File: config.mk
export PLATFORM = sky130hd
export DESIGN_NAME = cpc_clock_ctrl
export DESIGN_NICKNAME = d
export VERILOG_FILES = /design/src/cpc_pkg.sv /design/src/cpc_gf_mux.sv /design/src/cpc_clk_div.sv /design/src/cpc_clock_ctrl.sv
export SDC_FILE = /design/constraint.sdc
export NUM_CORES = 1
export LEC_CHECK = 0
export ABC_AREA = 1
export BUFFER_PORTS_ARGS = -buffer_cell sky130_fd_sc_hd__buf_4
export CORE_MARGIN = 8
export CORE_UTILIZATION = 40
export DETAILED_ROUTE_END_ITERATION = 16
export PLACE_DENSITY = 0.7
export SLEW_MARGIN = 0
export SYNTH_ARGS = -nofsm -noshare
export SYNTH_HDL_FRONTEND = slang
export SYNTH_SLANG_ARGS = --single-unit
File: constraint.sdc
create_clock -name hclk -period 2.3 [get_ports hclk]
set_clock_uncertainty 0.15 [all_clocks]
set_input_delay 0 -clock hclk [delete_from_list [all_inputs] [get_ports hclk]]
set_output_delay 0 -clock hclk [all_outputs]
set_load 0.01 [all_outputs]
File: src/cpc_pkg.sv
// Constants, register map and carrier types of the clock and power control.
// Assumes one 20 MHz bus clock; oscillators arrive as sampled levels.
package cpc_pkg;
  // ----------------------------------------
  // Timing
  // ----------------------------------------
  localparam int unsigned HCLK_MHZ       = 20;
  localparam int unsigned RC_OSC_MHZ     = 12;
  localparam int unsigned PLL_SETTLE_US  = 100;
  localparam int unsigned PLL_SETTLE_CYC = PLL_SETTLE_US * HCLK_MHZ;
  localparam int unsigned PLL_CNT_W      = $clog2(PLL_SETTLE_CYC + 1);

  // ----------------------------------------
  // Register offsets
  // ----------------------------------------
  localparam logic [7:0] OFF_MAIN_SEL  = 8'h00;
  localparam logic [7:0] OFF_SYS_SRC   = 8'h04;
  localparam logic [7:0] OFF_PLL_IN    = 8'h08;
  localparam logic [7:0] OFF_PLL_CTRL  = 8'h0c;
  localparam logic [7:0] OFF_PLL_STAT  = 8'h10;
  localparam logic [7:0] OFF_OUT_SEL   = 8'h14;
  localparam logic [7:0] OFF_WDT_SEL   = 8'h18;
  localparam logic [7:0] OFF_CPU_DIV   = 8'h1c;
  localparam logic [7:0] OFF_PCLK_EN   = 8'h20;
  localparam logic [7:0] OFF_PDIV0     = 8'h24;
  localparam logic [7:0] OFF_PDIV_STEP = 8'h04;
  localparam logic [7:0] OFF_STATUS    = 8'h40;

  // ----------------------------------------
  // Fields and encodings
  // ----------------------------------------
  localparam int unsigned PLL_MSEL_LSB = 0;
  localparam int unsigned PLL_MSEL_W   = 5;
  localparam int unsigned PLL_PSEL_LSB = 5;
  localparam int unsigned PLL_PSEL_W   = 2;
  localparam int unsigned PLL_EN_BIT   = 8;
  localparam int unsigned ST_SLEEP_BIT = 0;
  localparam int unsigned ST_MAIN_LSB  = 1;
  localparam int unsigned ST_LOCK_BIT  = 3;
  localparam int unsigned DIV_W        = 8;
  localparam int unsigned POST_W       = 5;

  localparam logic [1:0] SRC_RC     = 2'h0;
  localparam logic [1:0] SRC_SYS    = 2'h1;
  localparam logic [1:0] SRC_PLL    = 2'h2;
  localparam logic [1:0] SRC_LF     = 2'h3;
  localparam logic [1:0] SYS_XTAL   = 2'h0;
  localparam logic [1:0] SYS_EXTPIN = 2'h1;
  localparam logic [1:0] SYS_CRYSTAL_INPUT_PIN = 2'h2;
  localparam logic [4:0] POST_BASE  = 5'h02;

  // ----------------------------------------
  // Reset values
  // ----------------------------------------
  localparam logic [1:0]       RST_MAIN_SEL = SRC_RC;
  localparam logic [1:0]       RST_SYS_SRC  = SYS_XTAL;
  localparam logic [8:0]       RST_PLL_CTRL = 9'h000;
  localparam logic [DIV_W-1:0] RST_CPU_DIV  = 8'h01;
  localparam logic [DIV_W-1:0] RST_PDIV     = 8'h00;

  // ----------------------------------------
  // Types
  // ----------------------------------------
  typedef enum logic {GFM_RUN, GFM_ENGAGE} cpc_gfm_phase_t;

  typedef struct packed {
    logic        hsel;
    logic [31:0] haddr;
    logic [1:0]  htrans;
    logic        hwrite;
    logic [2:0]  hsize;
    logic        hready;
    logic [31:0] hwdata;
  } cpc_ahb_req_t;

  typedef struct packed {
    logic        hreadyout;
    logic        hresp;
    logic [31:0] hrdata;
  } cpc_ahb_rsp_t;

  typedef struct packed {
    logic internal_rc_osc;
    logic crystal_osc;
    logic external_clock_input_pin;
    logic crystal_input_pin;
    logic low_freq_osc;
    logic watchdog_osc;
    logic current_controlled_osc;
  } cpc_osc_t;

  typedef struct packed {
    logic       power_down;
    logic [5:0] mult;
    logic       ref_clk;
  } cpc_pll_ctl_t;
endpackage : cpc_pkg

File: src/cpc_gf_mux.sv
// Glitch-free clock selector working on sampled clock levels.
// Assumes inputs are already synchronised to hclk.
`timescale 1ns/100ps
module cpc_gf_mux #(
  parameter int unsigned N = 4,
  parameter int unsigned W = 2
) (
  // Clock and reset
  input  wire logic         hclk,
  input  wire logic         hresetn,
  // Sources and selection
  input  wire logic [N-1:0] clk_in,
  input  wire logic [W-1:0] sel,
  // Result
  output logic              clk_out,
  output logic [W-1:0]      cur_sel
);
  import cpc_pkg::*;

  typedef struct packed {
    logic [W-1:0]   cur;
    cpc_gfm_phase_t phase;
    logic           out;
  } cpc_gfm_state_t;

  cpc_gfm_state_t s_reg, s_next;

  // Old source dropped only while low; new one joined only while low
  always_comb begin
    s_next = s_reg;
    unique case (s_reg.phase)
      GFM_RUN: begin
        if (sel != s_reg.cur && 32'(sel) < N && !clk_in[s_reg.cur] && !s_reg.out) begin
          s_next.cur   = sel;
          s_next.phase = GFM_ENGAGE;
          s_next.out   = 1'b0;
        end else begin
          s_next.out = clk_in[s_reg.cur];
        end
      end
      GFM_ENGAGE: begin
        s_next.out = 1'b0;
        if (!clk_in[s_reg.cur]) begin
          s_next.phase = GFM_RUN;
        end
      end
    endcase
  end

  always_ff @(posedge hclk or negedge hresetn) begin
    if (!hresetn) begin
      s_reg <= '{cur: '0, phase: GFM_RUN, out: 1'b0};
    end else begin
      s_reg <= s_next;
    end
  end

  assign clk_out = s_reg.out;
  assign cur_sel = s_reg.cur;
endmodule : cpc_gf_mux

File: src/cpc_clk_div.sv
// Programmable divider on a sampled clock level; divisor zero stops it.
// Assumes the input is synchronised to hclk.
`timescale 1ns/100ps
module cpc_clk_div #(
  parameter int unsigned W = 8
) (
  // Clock and reset
  input  wire logic         hclk,
  input  wire logic         hresetn,
  // Source and ratio
  input  wire logic         clk_in,
  input  wire logic [W-1:0] div,
  // Result
  output logic              clk_out
);
  import cpc_pkg::*;

  typedef struct packed {
    logic         prev;
    logic [W-1:0] cnt;
    logic         out;
  } cpc_div_state_t;

  cpc_div_state_t s_reg, s_next;

  // Toggle after div input edges: output period is div input periods
  always_comb begin
    s_next      = s_reg;
    s_next.prev = clk_in;
    if (div == '0) begin
      s_next.cnt = '0;
    end else if (clk_in != s_reg.prev) begin
      if (s_reg.cnt >= div - W'(1)) begin
        s_next.cnt = '0;
        s_next.out = ~s_reg.out;
      end else begin
        s_next.cnt = s_reg.cnt + W'(1);
      end
    end
  end

  always_ff @(posedge hclk or negedge hresetn) begin
    if (!hresetn) begin
      s_reg <= '0;
    end else begin
      s_reg <= s_next;
    end
  end

  assign clk_out = s_reg.out;
endmodule : cpc_clk_div

File: src/cpc_clock_ctrl.sv
// Clock source selection, system pll control, clock dividers, peripheral
// clock gating and sleep control, with an AHB-Lite register slave.
// Assumes oscillators arrive as levels from outside hclk and are resampled.
`timescale 1ns/100ps
module cpc_clock_ctrl
  import cpc_pkg::*;
#(
  parameter int unsigned NPERIPH = 8,
  parameter int unsigned NPDIV   = 3
) (
  // Clock and reset
  input  wire logic                hclk,
  input  wire logic                hresetn,
  // Register bus
  input  wire cpc_pkg::cpc_ahb_req_t ahb_req,
  output cpc_pkg::cpc_ahb_rsp_t    ahb_rsp,
  // Oscillators and clock pins
  input  wire cpc_pkg::cpc_osc_t   osc,
  // Core sleep handshake
  input  wire logic                sleep_req,
  input  wire logic                wake_irq,
  output logic                     core_sleeping,
  // Generated clocks
  output logic                     cpu_clk,
  output logic [NPERIPH-1:0]       periph_clk,
  output logic [NPDIV-1:0]         periph_div_clk,
  output logic                     watchdog_clock,
  output logic                     clock_output_pin,
  // Analog pll macro
  output cpc_pkg::cpc_pll_ctl_t    pll_ctl
);
  import cpc_pkg::*;

  // ----------------------------------------
  // State
  // ----------------------------------------
  typedef struct packed {
    cpc_osc_t                  sync1;
    cpc_osc_t                  sync2;
    logic                      ap_valid;
    logic                      ap_write;
    logic [7:0]                ap_addr;
    logic [31:0]               hrdata;
    logic [1:0]                main_sel_reg;
    logic [1:0]                sys_src_reg;
    logic                      pll_in_reg;
    logic [8:0]                pll_ctrl_reg;
    logic [1:0]                out_sel_reg;
    logic                      wdt_sel_reg;
    logic [DIV_W-1:0]          cpu_div_reg;
    logic [NPERIPH-1:0]        pclk_en_reg;
    logic [NPDIV*DIV_W-1:0]    pdiv_reg;
    logic [PLL_CNT_W-1:0]      lock_cnt;
    logic                      lock;
    logic                      pll_clk;
    logic                      sleeping;
    logic                      cpu_run;
    logic                      cpu_clk;
    logic [NPERIPH-1:0]        pen_eff;
    logic [NPERIPH-1:0]        pclk;
    logic                      main_written;
  } cpc_ctrl_state_t;

  cpc_ctrl_state_t s_reg, s_next;

  logic       sys_clk;
  logic       pll_ref;
  logic       pll_post;
  logic       main_clk;
  logic [1:0] main_cur;
  logic       cpu_pre;
  logic       pll_en;
  logic [4:0] post_k;

  assign pll_en = s_reg.pll_ctrl_reg[PLL_EN_BIT];
  // Post ratio 2 << psel: smallest ratio two keeps duty at half
  assign post_k = POST_W'(POST_BASE << s_reg.pll_ctrl_reg[PLL_PSEL_LSB +: PLL_PSEL_W]);

  // ----------------------------------------
  // Source selection
  // ----------------------------------------
  // Crystal oscillator or either external clock pin
  cpc_gf_mux #(.N(3), .W(2)) u_sys_mux (
    .hclk    (hclk),
    .hresetn (hresetn),
    .clk_in  ({s_reg.sync2.crystal_input_pin,
               s_reg.sync2.external_clock_input_pin,
               s_reg.sync2.crystal_osc}),
    .sel     (s_reg.sys_src_reg),
    .clk_out (sys_clk),
    .cur_sel ()
  );

  // Pll reference: 12 MHz RC oscillator or the system source
  cpc_gf_mux #(.N(2), .W(1)) u_ref_mux (
    .hclk    (hclk),
    .hresetn (hresetn),
    .clk_in  ({sys_clk, s_reg.sync2.internal_rc_osc}),
    .sel     (s_reg.pll_in_reg),
    .clk_out (pll_ref),
    .cur_sel ()
  );

  cpc_clk_div #(.W(POST_W)) u_post_div (
    .hclk    (hclk),
    .hresetn (hresetn),
    .clk_in  (s_reg.sync2.current_controlled_osc),
    .div     (pll_en ? post_k : POST_W'(0)),
    .clk_out (pll_post)
  );

  // Direct RC, system source, pll, or low-frequency oscillator
  cpc_gf_mux #(.N(4), .W(2)) u_main_mux (
    .hclk    (hclk),
    .hresetn (hresetn),
    .clk_in  ({s_reg.sync2.low_freq_osc, s_reg.pll_clk,
               sys_clk, s_reg.sync2.internal_rc_osc}),
    .sel     (s_reg.main_sel_reg),
    .clk_out (main_clk),
    .cur_sel (main_cur)
  );

  cpc_clk_div #(.W(DIV_W)) u_cpu_div (
    .hclk    (hclk),
    .hresetn (hresetn),
    .clk_in  (main_clk),
    .div     (s_reg.cpu_div_reg),
    .clk_out (cpu_pre)
  );

  cpc_gf_mux #(.N(4), .W(2)) u_out_mux (
    .hclk    (hclk),
    .hresetn (hresetn),
    .clk_in  ({main_clk, s_reg.sync2.low_freq_osc,
               s_reg.sync2.crystal_osc, s_reg.sync2.internal_rc_osc}),
    .sel     (s_reg.out_sel_reg),
    .clk_out (clock_output_pin),
    .cur_sel ()
  );

  // Watchdog oscillator reaches nothing but this mux
  cpc_gf_mux #(.N(2), .W(1)) u_wdt_mux (
    .hclk    (hclk),
    .hresetn (hresetn),
    .clk_in  ({s_reg.sync2.watchdog_osc, s_reg.sync2.internal_rc_osc}),
    .sel     (s_reg.wdt_sel_reg),
    .clk_out (watchdog_clock),
    .cur_sel ()
  );

  genvar gi;
  generate
    for (gi = 0; gi < NPDIV; gi++) begin : g_pdiv
      cpc_clk_div #(.W(DIV_W)) u_pdiv (
        .hclk    (hclk),
        .hresetn (hresetn),
        .clk_in  (main_clk),
        .div     (s_reg.pdiv_reg[gi*DIV_W +: DIV_W]),
        .clk_out (periph_div_clk[gi])
      );
    end
  endgenerate

  // ----------------------------------------
  // Register read view
  // ----------------------------------------
  function automatic logic [31:0] rd_word(input cpc_ctrl_state_t st, input logic [7:0] a,
                                          input logic [1:0] cur);
    logic [31:0] w;
    w = 32'h0000_0000;
    unique case (a)
      OFF_MAIN_SEL: w[1:0]         = st.main_sel_reg;
      OFF_SYS_SRC:  w[1:0]         = st.sys_src_reg;
      OFF_PLL_IN:   w[0]           = st.pll_in_reg;
      OFF_PLL_CTRL: w[8:0]         = st.pll_ctrl_reg;
      OFF_PLL_STAT: w[0]           = st.lock;
      OFF_OUT_SEL:  w[1:0]         = st.out_sel_reg;
      OFF_WDT_SEL:  w[0]           = st.wdt_sel_reg;
      OFF_CPU_DIV:  w[DIV_W-1:0]   = st.cpu_div_reg;
      OFF_PCLK_EN:  w[NPERIPH-1:0] = st.pclk_en_reg;
      OFF_STATUS: begin
        w[ST_SLEEP_BIT]       = st.sleeping;
        w[ST_MAIN_LSB +: 2]   = cur;
        w[ST_LOCK_BIT]        = st.lock;
      end
      default: begin
        for (int i = 0; i < NPDIV; i++) begin
          if (a == 8'(OFF_PDIV0 + OFF_PDIV_STEP * 8'(i))) begin
            w[DIV_W-1:0] = st.pdiv_reg[i*DIV_W +: DIV_W];
          end
        end
      end
    endcase
    return w;
  endfunction : rd_word

  // ----------------------------------------
  // Next state
  // ----------------------------------------
  always_comb begin
    s_next       = s_reg;
    s_next.sync1 = osc;
    s_next.sync2 = s_reg.sync1;

    // Address phase; read data registered so it stands in the data phase
    if (ahb_req.hready) begin
      s_next.ap_valid = ahb_req.hsel && ahb_req.htrans[1];
      s_next.ap_write = ahb_req.hwrite;
      s_next.ap_addr  = ahb_req.haddr[7:0];
      s_next.hrdata   = 32'h0000_0000;
      if (ahb_req.hsel && ahb_req.htrans[1] && !ahb_req.hwrite) begin
        s_next.hrdata = rd_word(s_reg, ahb_req.haddr[7:0], main_cur);
      end
    end

    // Data phase write; unmapped offsets are ignored
    if (s_reg.ap_valid && s_reg.ap_write) begin
      unique case (s_reg.ap_addr)
        OFF_MAIN_SEL: begin
          s_next.main_sel_reg = ahb_req.hwdata[1:0];
          s_next.main_written = 1'b1;
        end
        OFF_SYS_SRC:  s_next.sys_src_reg  = ahb_req.hwdata[1:0];
        OFF_PLL_IN:   s_next.pll_in_reg   = ahb_req.hwdata[0];
        OFF_PLL_CTRL: begin
          s_next.pll_ctrl_reg = ahb_req.hwdata[8:0];
          s_next.lock_cnt     = '0;
          s_next.lock         = 1'b0;
        end
        OFF_OUT_SEL:  s_next.out_sel_reg  = ahb_req.hwdata[1:0];
        OFF_WDT_SEL:  s_next.wdt_sel_reg  = ahb_req.hwdata[0];
        OFF_CPU_DIV:  s_next.cpu_div_reg  = ahb_req.hwdata[DIV_W-1:0];
        OFF_PCLK_EN:  s_next.pclk_en_reg  = ahb_req.hwdata[NPERIPH-1:0];
        default: begin
          for (int i = 0; i < NPDIV; i++) begin
            if (s_reg.ap_addr == 8'(OFF_PDIV0 + OFF_PDIV_STEP * 8'(i))) begin
              s_next.pdiv_reg[i*DIV_W +: DIV_W] = ahb_req.hwdata[DIV_W-1:0];
            end
          end
        end
      endcase
    end

    // Lock after the settling time; any write to the pll control register restarts it
    if (!pll_en) begin
      s_next.lock_cnt = '0;
      s_next.lock     = 1'b0;
    end else if (!(s_reg.ap_valid && s_reg.ap_write && s_reg.ap_addr == OFF_PLL_CTRL)) begin
      if (s_reg.lock_cnt != PLL_CNT_W'(PLL_SETTLE_CYC)) begin
        s_next.lock_cnt = s_reg.lock_cnt + PLL_CNT_W'(1);
      end
      s_next.lock = (s_reg.lock_cnt >= PLL_CNT_W'(PLL_SETTLE_CYC - 1));
    end

    // Bypassed pll passes its reference straight through
    s_next.pll_clk = pll_en ? pll_post : pll_ref;

    // Wake beats a sleep request arriving in the same cycle
    if (wake_irq) begin
      s_next.sleeping = 1'b0;
    end else if (sleep_req) begin
      s_next.sleeping = 1'b1;
    end

    // Gates move only while their clock is low, so no runt pulse
    if (!cpu_pre) begin
      s_next.cpu_run = !s_reg.sleeping;
    end
    s_next.cpu_clk = cpu_pre && s_reg.cpu_run;
    if (!main_clk) begin
      s_next.pen_eff = s_reg.pclk_en_reg;
    end
    // Sleep is not a term here: peripherals run on
    s_next.pclk = s_reg.pen_eff & {NPERIPH{main_clk}};
  end

  always_ff @(posedge hclk or negedge hresetn) begin
    if (!hresetn) begin
      s_reg              <= '0;
      s_reg.main_sel_reg <= RST_MAIN_SEL;
      s_reg.sys_src_reg  <= RST_SYS_SRC;
      s_reg.pll_ctrl_reg <= RST_PLL_CTRL;
      s_reg.cpu_div_reg  <= RST_CPU_DIV;
      s_reg.pdiv_reg     <= {NPDIV{RST_PDIV}};
      s_reg.cpu_run      <= 1'b1;
    end else begin
      s_reg <= s_next;
    end
  end

  // ----------------------------------------
  // Outputs
  // ----------------------------------------
  assign ahb_rsp.hreadyout  = 1'b1;
  assign ahb_rsp.hresp      = 1'b0;
  assign ahb_rsp.hrdata     = s_reg.hrdata;
  assign core_sleeping      = s_reg.sleeping;
  assign cpu_clk            = s_reg.cpu_clk;
  assign periph_clk         = s_reg.pclk;
  assign pll_ctl.power_down = !pll_en;
  assign pll_ctl.mult       = 6'({1'b0, s_reg.pll_ctrl_reg[PLL_MSEL_LSB +: PLL_MSEL_W]}) + 6'h01;
  assign pll_ctl.ref_clk    = pll_ref;
endmodule : cpc_clock_ctrl

==> impl_summary.txt <==
----------------------------------------------------
[Power and ir drop]
  Static Leak ... 6.73 nW
  Power per Cell Area ... 877 nW/um^2
  VDD IR-drop max ... 0.000548 V

[Place]
  Half-perimeter wire length of the detailed placement result ... 18.2 mm
  Cell total after placement ... 1,659
  Routability congestion estimate ... 0.940
  IO Port Bufs ... 63

[Detailed routing]
  First-iteration detailed-routing DRC count ... 644
  Post-detailed-route via-to-cell ratio ... 4.91
  Vias after detailed routing ... 8,555
  Wirelength, routed ... 25.1 mm
  Total iterations of the first detailed-routing run ... 6
  Avg WL per Cell ... 14.4 microns
  DRC viols ... 0
  Number of antenna-violating nets in the routed design ... 0

[Worst setup path]
  Worst R2R Setup Slack ... -0.03 ns
  Most used cell along the critical path ... sky130_fd_sc_hd__nand2_2
  Cell with the largest stage delay on the worst path ... sky130_fd_sc_hd__dfrtp_1
  Endpoint of the most critical register-to-register path ... g_pdiv[2].u_pdiv.clk_out
  Crit Reg-Reg Startpoint ... s_reg[50]
  Critical Setup Path Class ... flip-flop to flip-flop
  Cell Chain, Critical Path ... inv_2 > nand3_4 > nor3_4 > nand3_1 > xor2_1 > ha_1 > nand2_2 > nor2_2 > nand4_1 > nand3_2 > buf_6 > nand2_2 > xnor2_1
  Maximum net fanout on the critical path ... 2
  Worst setup SP type ... flip-flop
  Reg2reg path depth ... 13
  Maximum single-stage delay on the critical path ... 0.39 ns
  Crit end category ... flip-flop
  Required time worst endpoint ... 2.47 ns
  Arrival time at the worst endpoint ... 2.50 ns

[Synth]
  Synth Area in Simple Gates ... 24.1%
  Cell count after synthesis ... 1,252
  Fraction of the mapped netlist area in adder cells ... 6.37%
  Portion of the post-synthesis area used by sequential elements ... 45.1%
  Mux share of post-synthesis cell area ... 0.196%
  Number of different library cells in the post-synthesis netlist ... 47
  Mean instance size in the synthesized netlist ... 8.16 sq um
  Async set-or-reset flop fraction in the synthesized netlist ... 100%
  Ys flop type ... sky130_fd_sc_hd__dfrtp_1
  Number of enable-type register cells in the synthesized netlist ... 0
  Combinational family with the most area after synthesis ... simple AND/OR/NAND/NOR gates
  Area share of the largest cell type after synthesis ... 44.6%
  Fraction of synthesized cell area in xor and xnor cells ... 5.30%
  Post-synthesis register bit count ... 184
  Post-Syn Area ... 10,200 sq um
  Cell type contributing the most total cell area after synthesis ... sky130_fd_sc_hd__dfrtp_1
  Fraction of the mapped netlist area in compound gates ... 8.90%
  Ys Warns ... 0
  Leading cell types by total area after synthesis ... sky130_fd_sc_hd__dfrtp_1 45%, sky130_fd_sc_hd__nand2_1 11%, sky130_fd_sc_hd__ha_1 6.4%

[Final layout]
  Number of nets in the layout ... 1,534
  Total of fill cells in the finished design ... 2,344
  Final core utilization ... 50.3%
  Most frequent cells in the layout ... 283 x sky130_fd_sc_hd__nand2_1, 181 x sky130_fd_sc_hd__dfrtp_1, 140 x sky130_fd_sc_hd__inv_1
  N_diodes ... 0
  Total area of multi-input combinational cells ... 4970 sq um
  Most common cell after layout, fill and taps aside ... sky130_fd_sc_hd__nand2_1
  Post-route non-filler standard cell count ... 1,741
  Number of flip-flops in the largest register ... 95
  Share of final-layout standard cells stronger than drive strength 1 ... 18.6%
  Sequential cell area in the final layout ... 4610 sq um
  Synth-to-Final Area Change ... 23.6%

[Clocking]
  Clock insertion delay at the later pin of the skew report ... 0.43 ns
  CTS tree ... yes
  Count of H-tree levels built during CTS ... 4
  Reg clk slew, reported paths ... 0.07 ns
  TritonCTS buffer count ... 17
  Max Root-Sink Buffers ... 2
  Count of clock tree sinks ... 184
  Buffer type at the clock tree root ... sky130_fd_sc_hd__clkbuf_16

[STA]
  Setup violators final ... 5
  Maximum operating frequency ... 429 MHz
  Number of max-slew violations in the final report ... 0
  Slew at the pin closest to its max-slew limit ... 0.533 ns
  Post-layout min period ... 2.33 ns
  RSZ-0062 raised after global routing ... true
  Slack of the critical path ... -0.0292 ns
  Number of hold violations in the final report ... 0
  Max transition margin ... 64.1%
  Fraction of the cycle the final worst path needs ... 101%

[Floorplan]
  Starting density of the core ... 40.7%
  Site row count ... 58
  Floorplan core area ... 25,100 sq um
  I/O pin cnt ... 140
  Width of the die ... 176 microns
  Die height ... 176 microns
  DIE AREA ... 30,900 sq um

[Status]
  Violations in the final reports ... negative setup slack
  Result of the run ... complete, but fails checks

[Job]
  Maxcap violations ... 0

[Global route]
  Initial antenna violation count ... 0
  Number of global-route vias before repair ... 8,316
  Pin count of the biggest net entering global routing ... 64
  Overflow after GRT ... 0
  First-pass GRT wire length ... 41.0 mm
  Total Routing Usage GR ... 16.3%

[Hold path]
  WHS Endpoint ... s_next[132]
  Instance count along the most critical hold path ... 2
  Beginning of the worst hold path ... osc[0]
  Worst min-delay path category ... input port to flip-flop

----------------------------------------------------
per-stage QoR:
| stage | hold WS, ns | setup slack (ns) | instance area (sq um) | setup TNS [ns] | power, mW |
|---|---|---|---|---|---|
| 3_3_place_gp | -0.161 | -0.0845 | 11200 | -0.570 | 7.55 |
| 4_1_cts | 0.0459 | -0.0102 | 12300 | -0.0102 | 11.0 |
| 3_5_place_dp | -0.159 | -0.189 | 11200 | -2.64 | 7.68 |
| 5_1_grt | 0.0363 | -0.230 | 12600 | -4.29 | 11.8 |
| 2_1_floorplan | -0.446 | 0.00317 | 10300 | 0 | 6.67 |
| 6_report | 0.0550 | -0.0292 | 12600 | -0.0550 | 11.1 |
cell usage after synthesis (all sizes together), types with 3 or more instances:
| master | count |
|---|---|
| clkbuf | 7 |
| buf | 56 |
| ha | 52 |
| o21ai | 129 |
| nor2 | 114 |
| nand4 | 12 |
| inv | 153 |
| or2 | 3 |
| nand2 | 297 |
| nand3b | 5 |
| nor4 | 4 |
| nor3 | 20 |
| xor2 | 44 |
| nand3 | 109 |
| dfrtp | 182 |
| a21oi | 28 |
| xnor2 | 17 |
routing by layer:
metal	GRT usage [%]	share of wire [%]	up-vias	wire [microns]
met5	0	0	-	0
met4	4.73	1.7	0	422
met3	3.78	4.8	32	1210
met2	27.6	49	197	12300
met1	20.4	44	4075	11200
li1	-	-	4251	-
how the worst max path moves through the flow:
stage | endpoint | from | slack, ns
4_1_cts | g_pdiv[0].u_pdiv.s_reg[7] | s_reg[34] | -0.01
3_3_place_gp | g_pdiv[2].u_pdiv.s_reg[4] | s_reg[49] | -0.08
6_report | g_pdiv[2].u_pdiv.clk_out | s_reg[50] | -0.03
3_5_place_dp | g_pdiv[2].u_pdiv.s_reg[1] | s_reg[51] | -0.19
2_1_floorplan | g_pdiv[2].u_pdiv.s_reg[4] | s_reg[51] | 0.003
5_1_grt | g_pdiv[0].u_pdiv.s_reg[5] | s_reg[34] | -0.23
cell type report:
type | instances | share of cell area, %
Multi-Input combinational cell | 875 | 39.4
Sequential cell | 184 | 36.5
Timing Repair Buffer | 168 | 11.3
Inverter | 153 | 4.57
Clock buffer | 18 | 3.48
Tap cell | 330 | 3.27
Clock inverter | 13 | 1.54
critical path, delay by kind of cell, from the launching register on:
family / cells / cell delay (ns)
flip-flops: 1 / 0.39
XOR/XNOR: 2 / 0.28
adder cells (fa/ha/maj): 1 / 0.32
buffers and inverters: 2 / 0.22
AND/OR/NAND/NOR: 8 / 0.87
kinds of logic after synthesis:
kind of cell             count (synthesis)
adder cells (fa/ha/maj)                 52
AND/OR/NAND/NOR                        566
flip-flops                             184
other                                    2
XOR/XNOR                                61
AO/OA/AOI/OAI                          169
multiplexers                             2
buffers and inverters                  216
what timing repair did:
item,CTS,global route
pin swaps,11,47
setup buffers,2,10
hold buffers,39,0
gates resized for setup,25,77
hold endpoints to repair,265,0
gates cloned,0,0
endpoints found under the setup margin,33,36
where the power goes:
group | switching [mW] | internal [mW] | total (mW)
Sequential | 0.645 | 3.94 | 4.58
Combinational | 2.00 | 1.34 | 3.34
Clock | 1.29 | 1.86 | 3.15
Total | 3.93 | 7.14 | 11.1
Note: power is estimated with default switching activity, not from simulation.
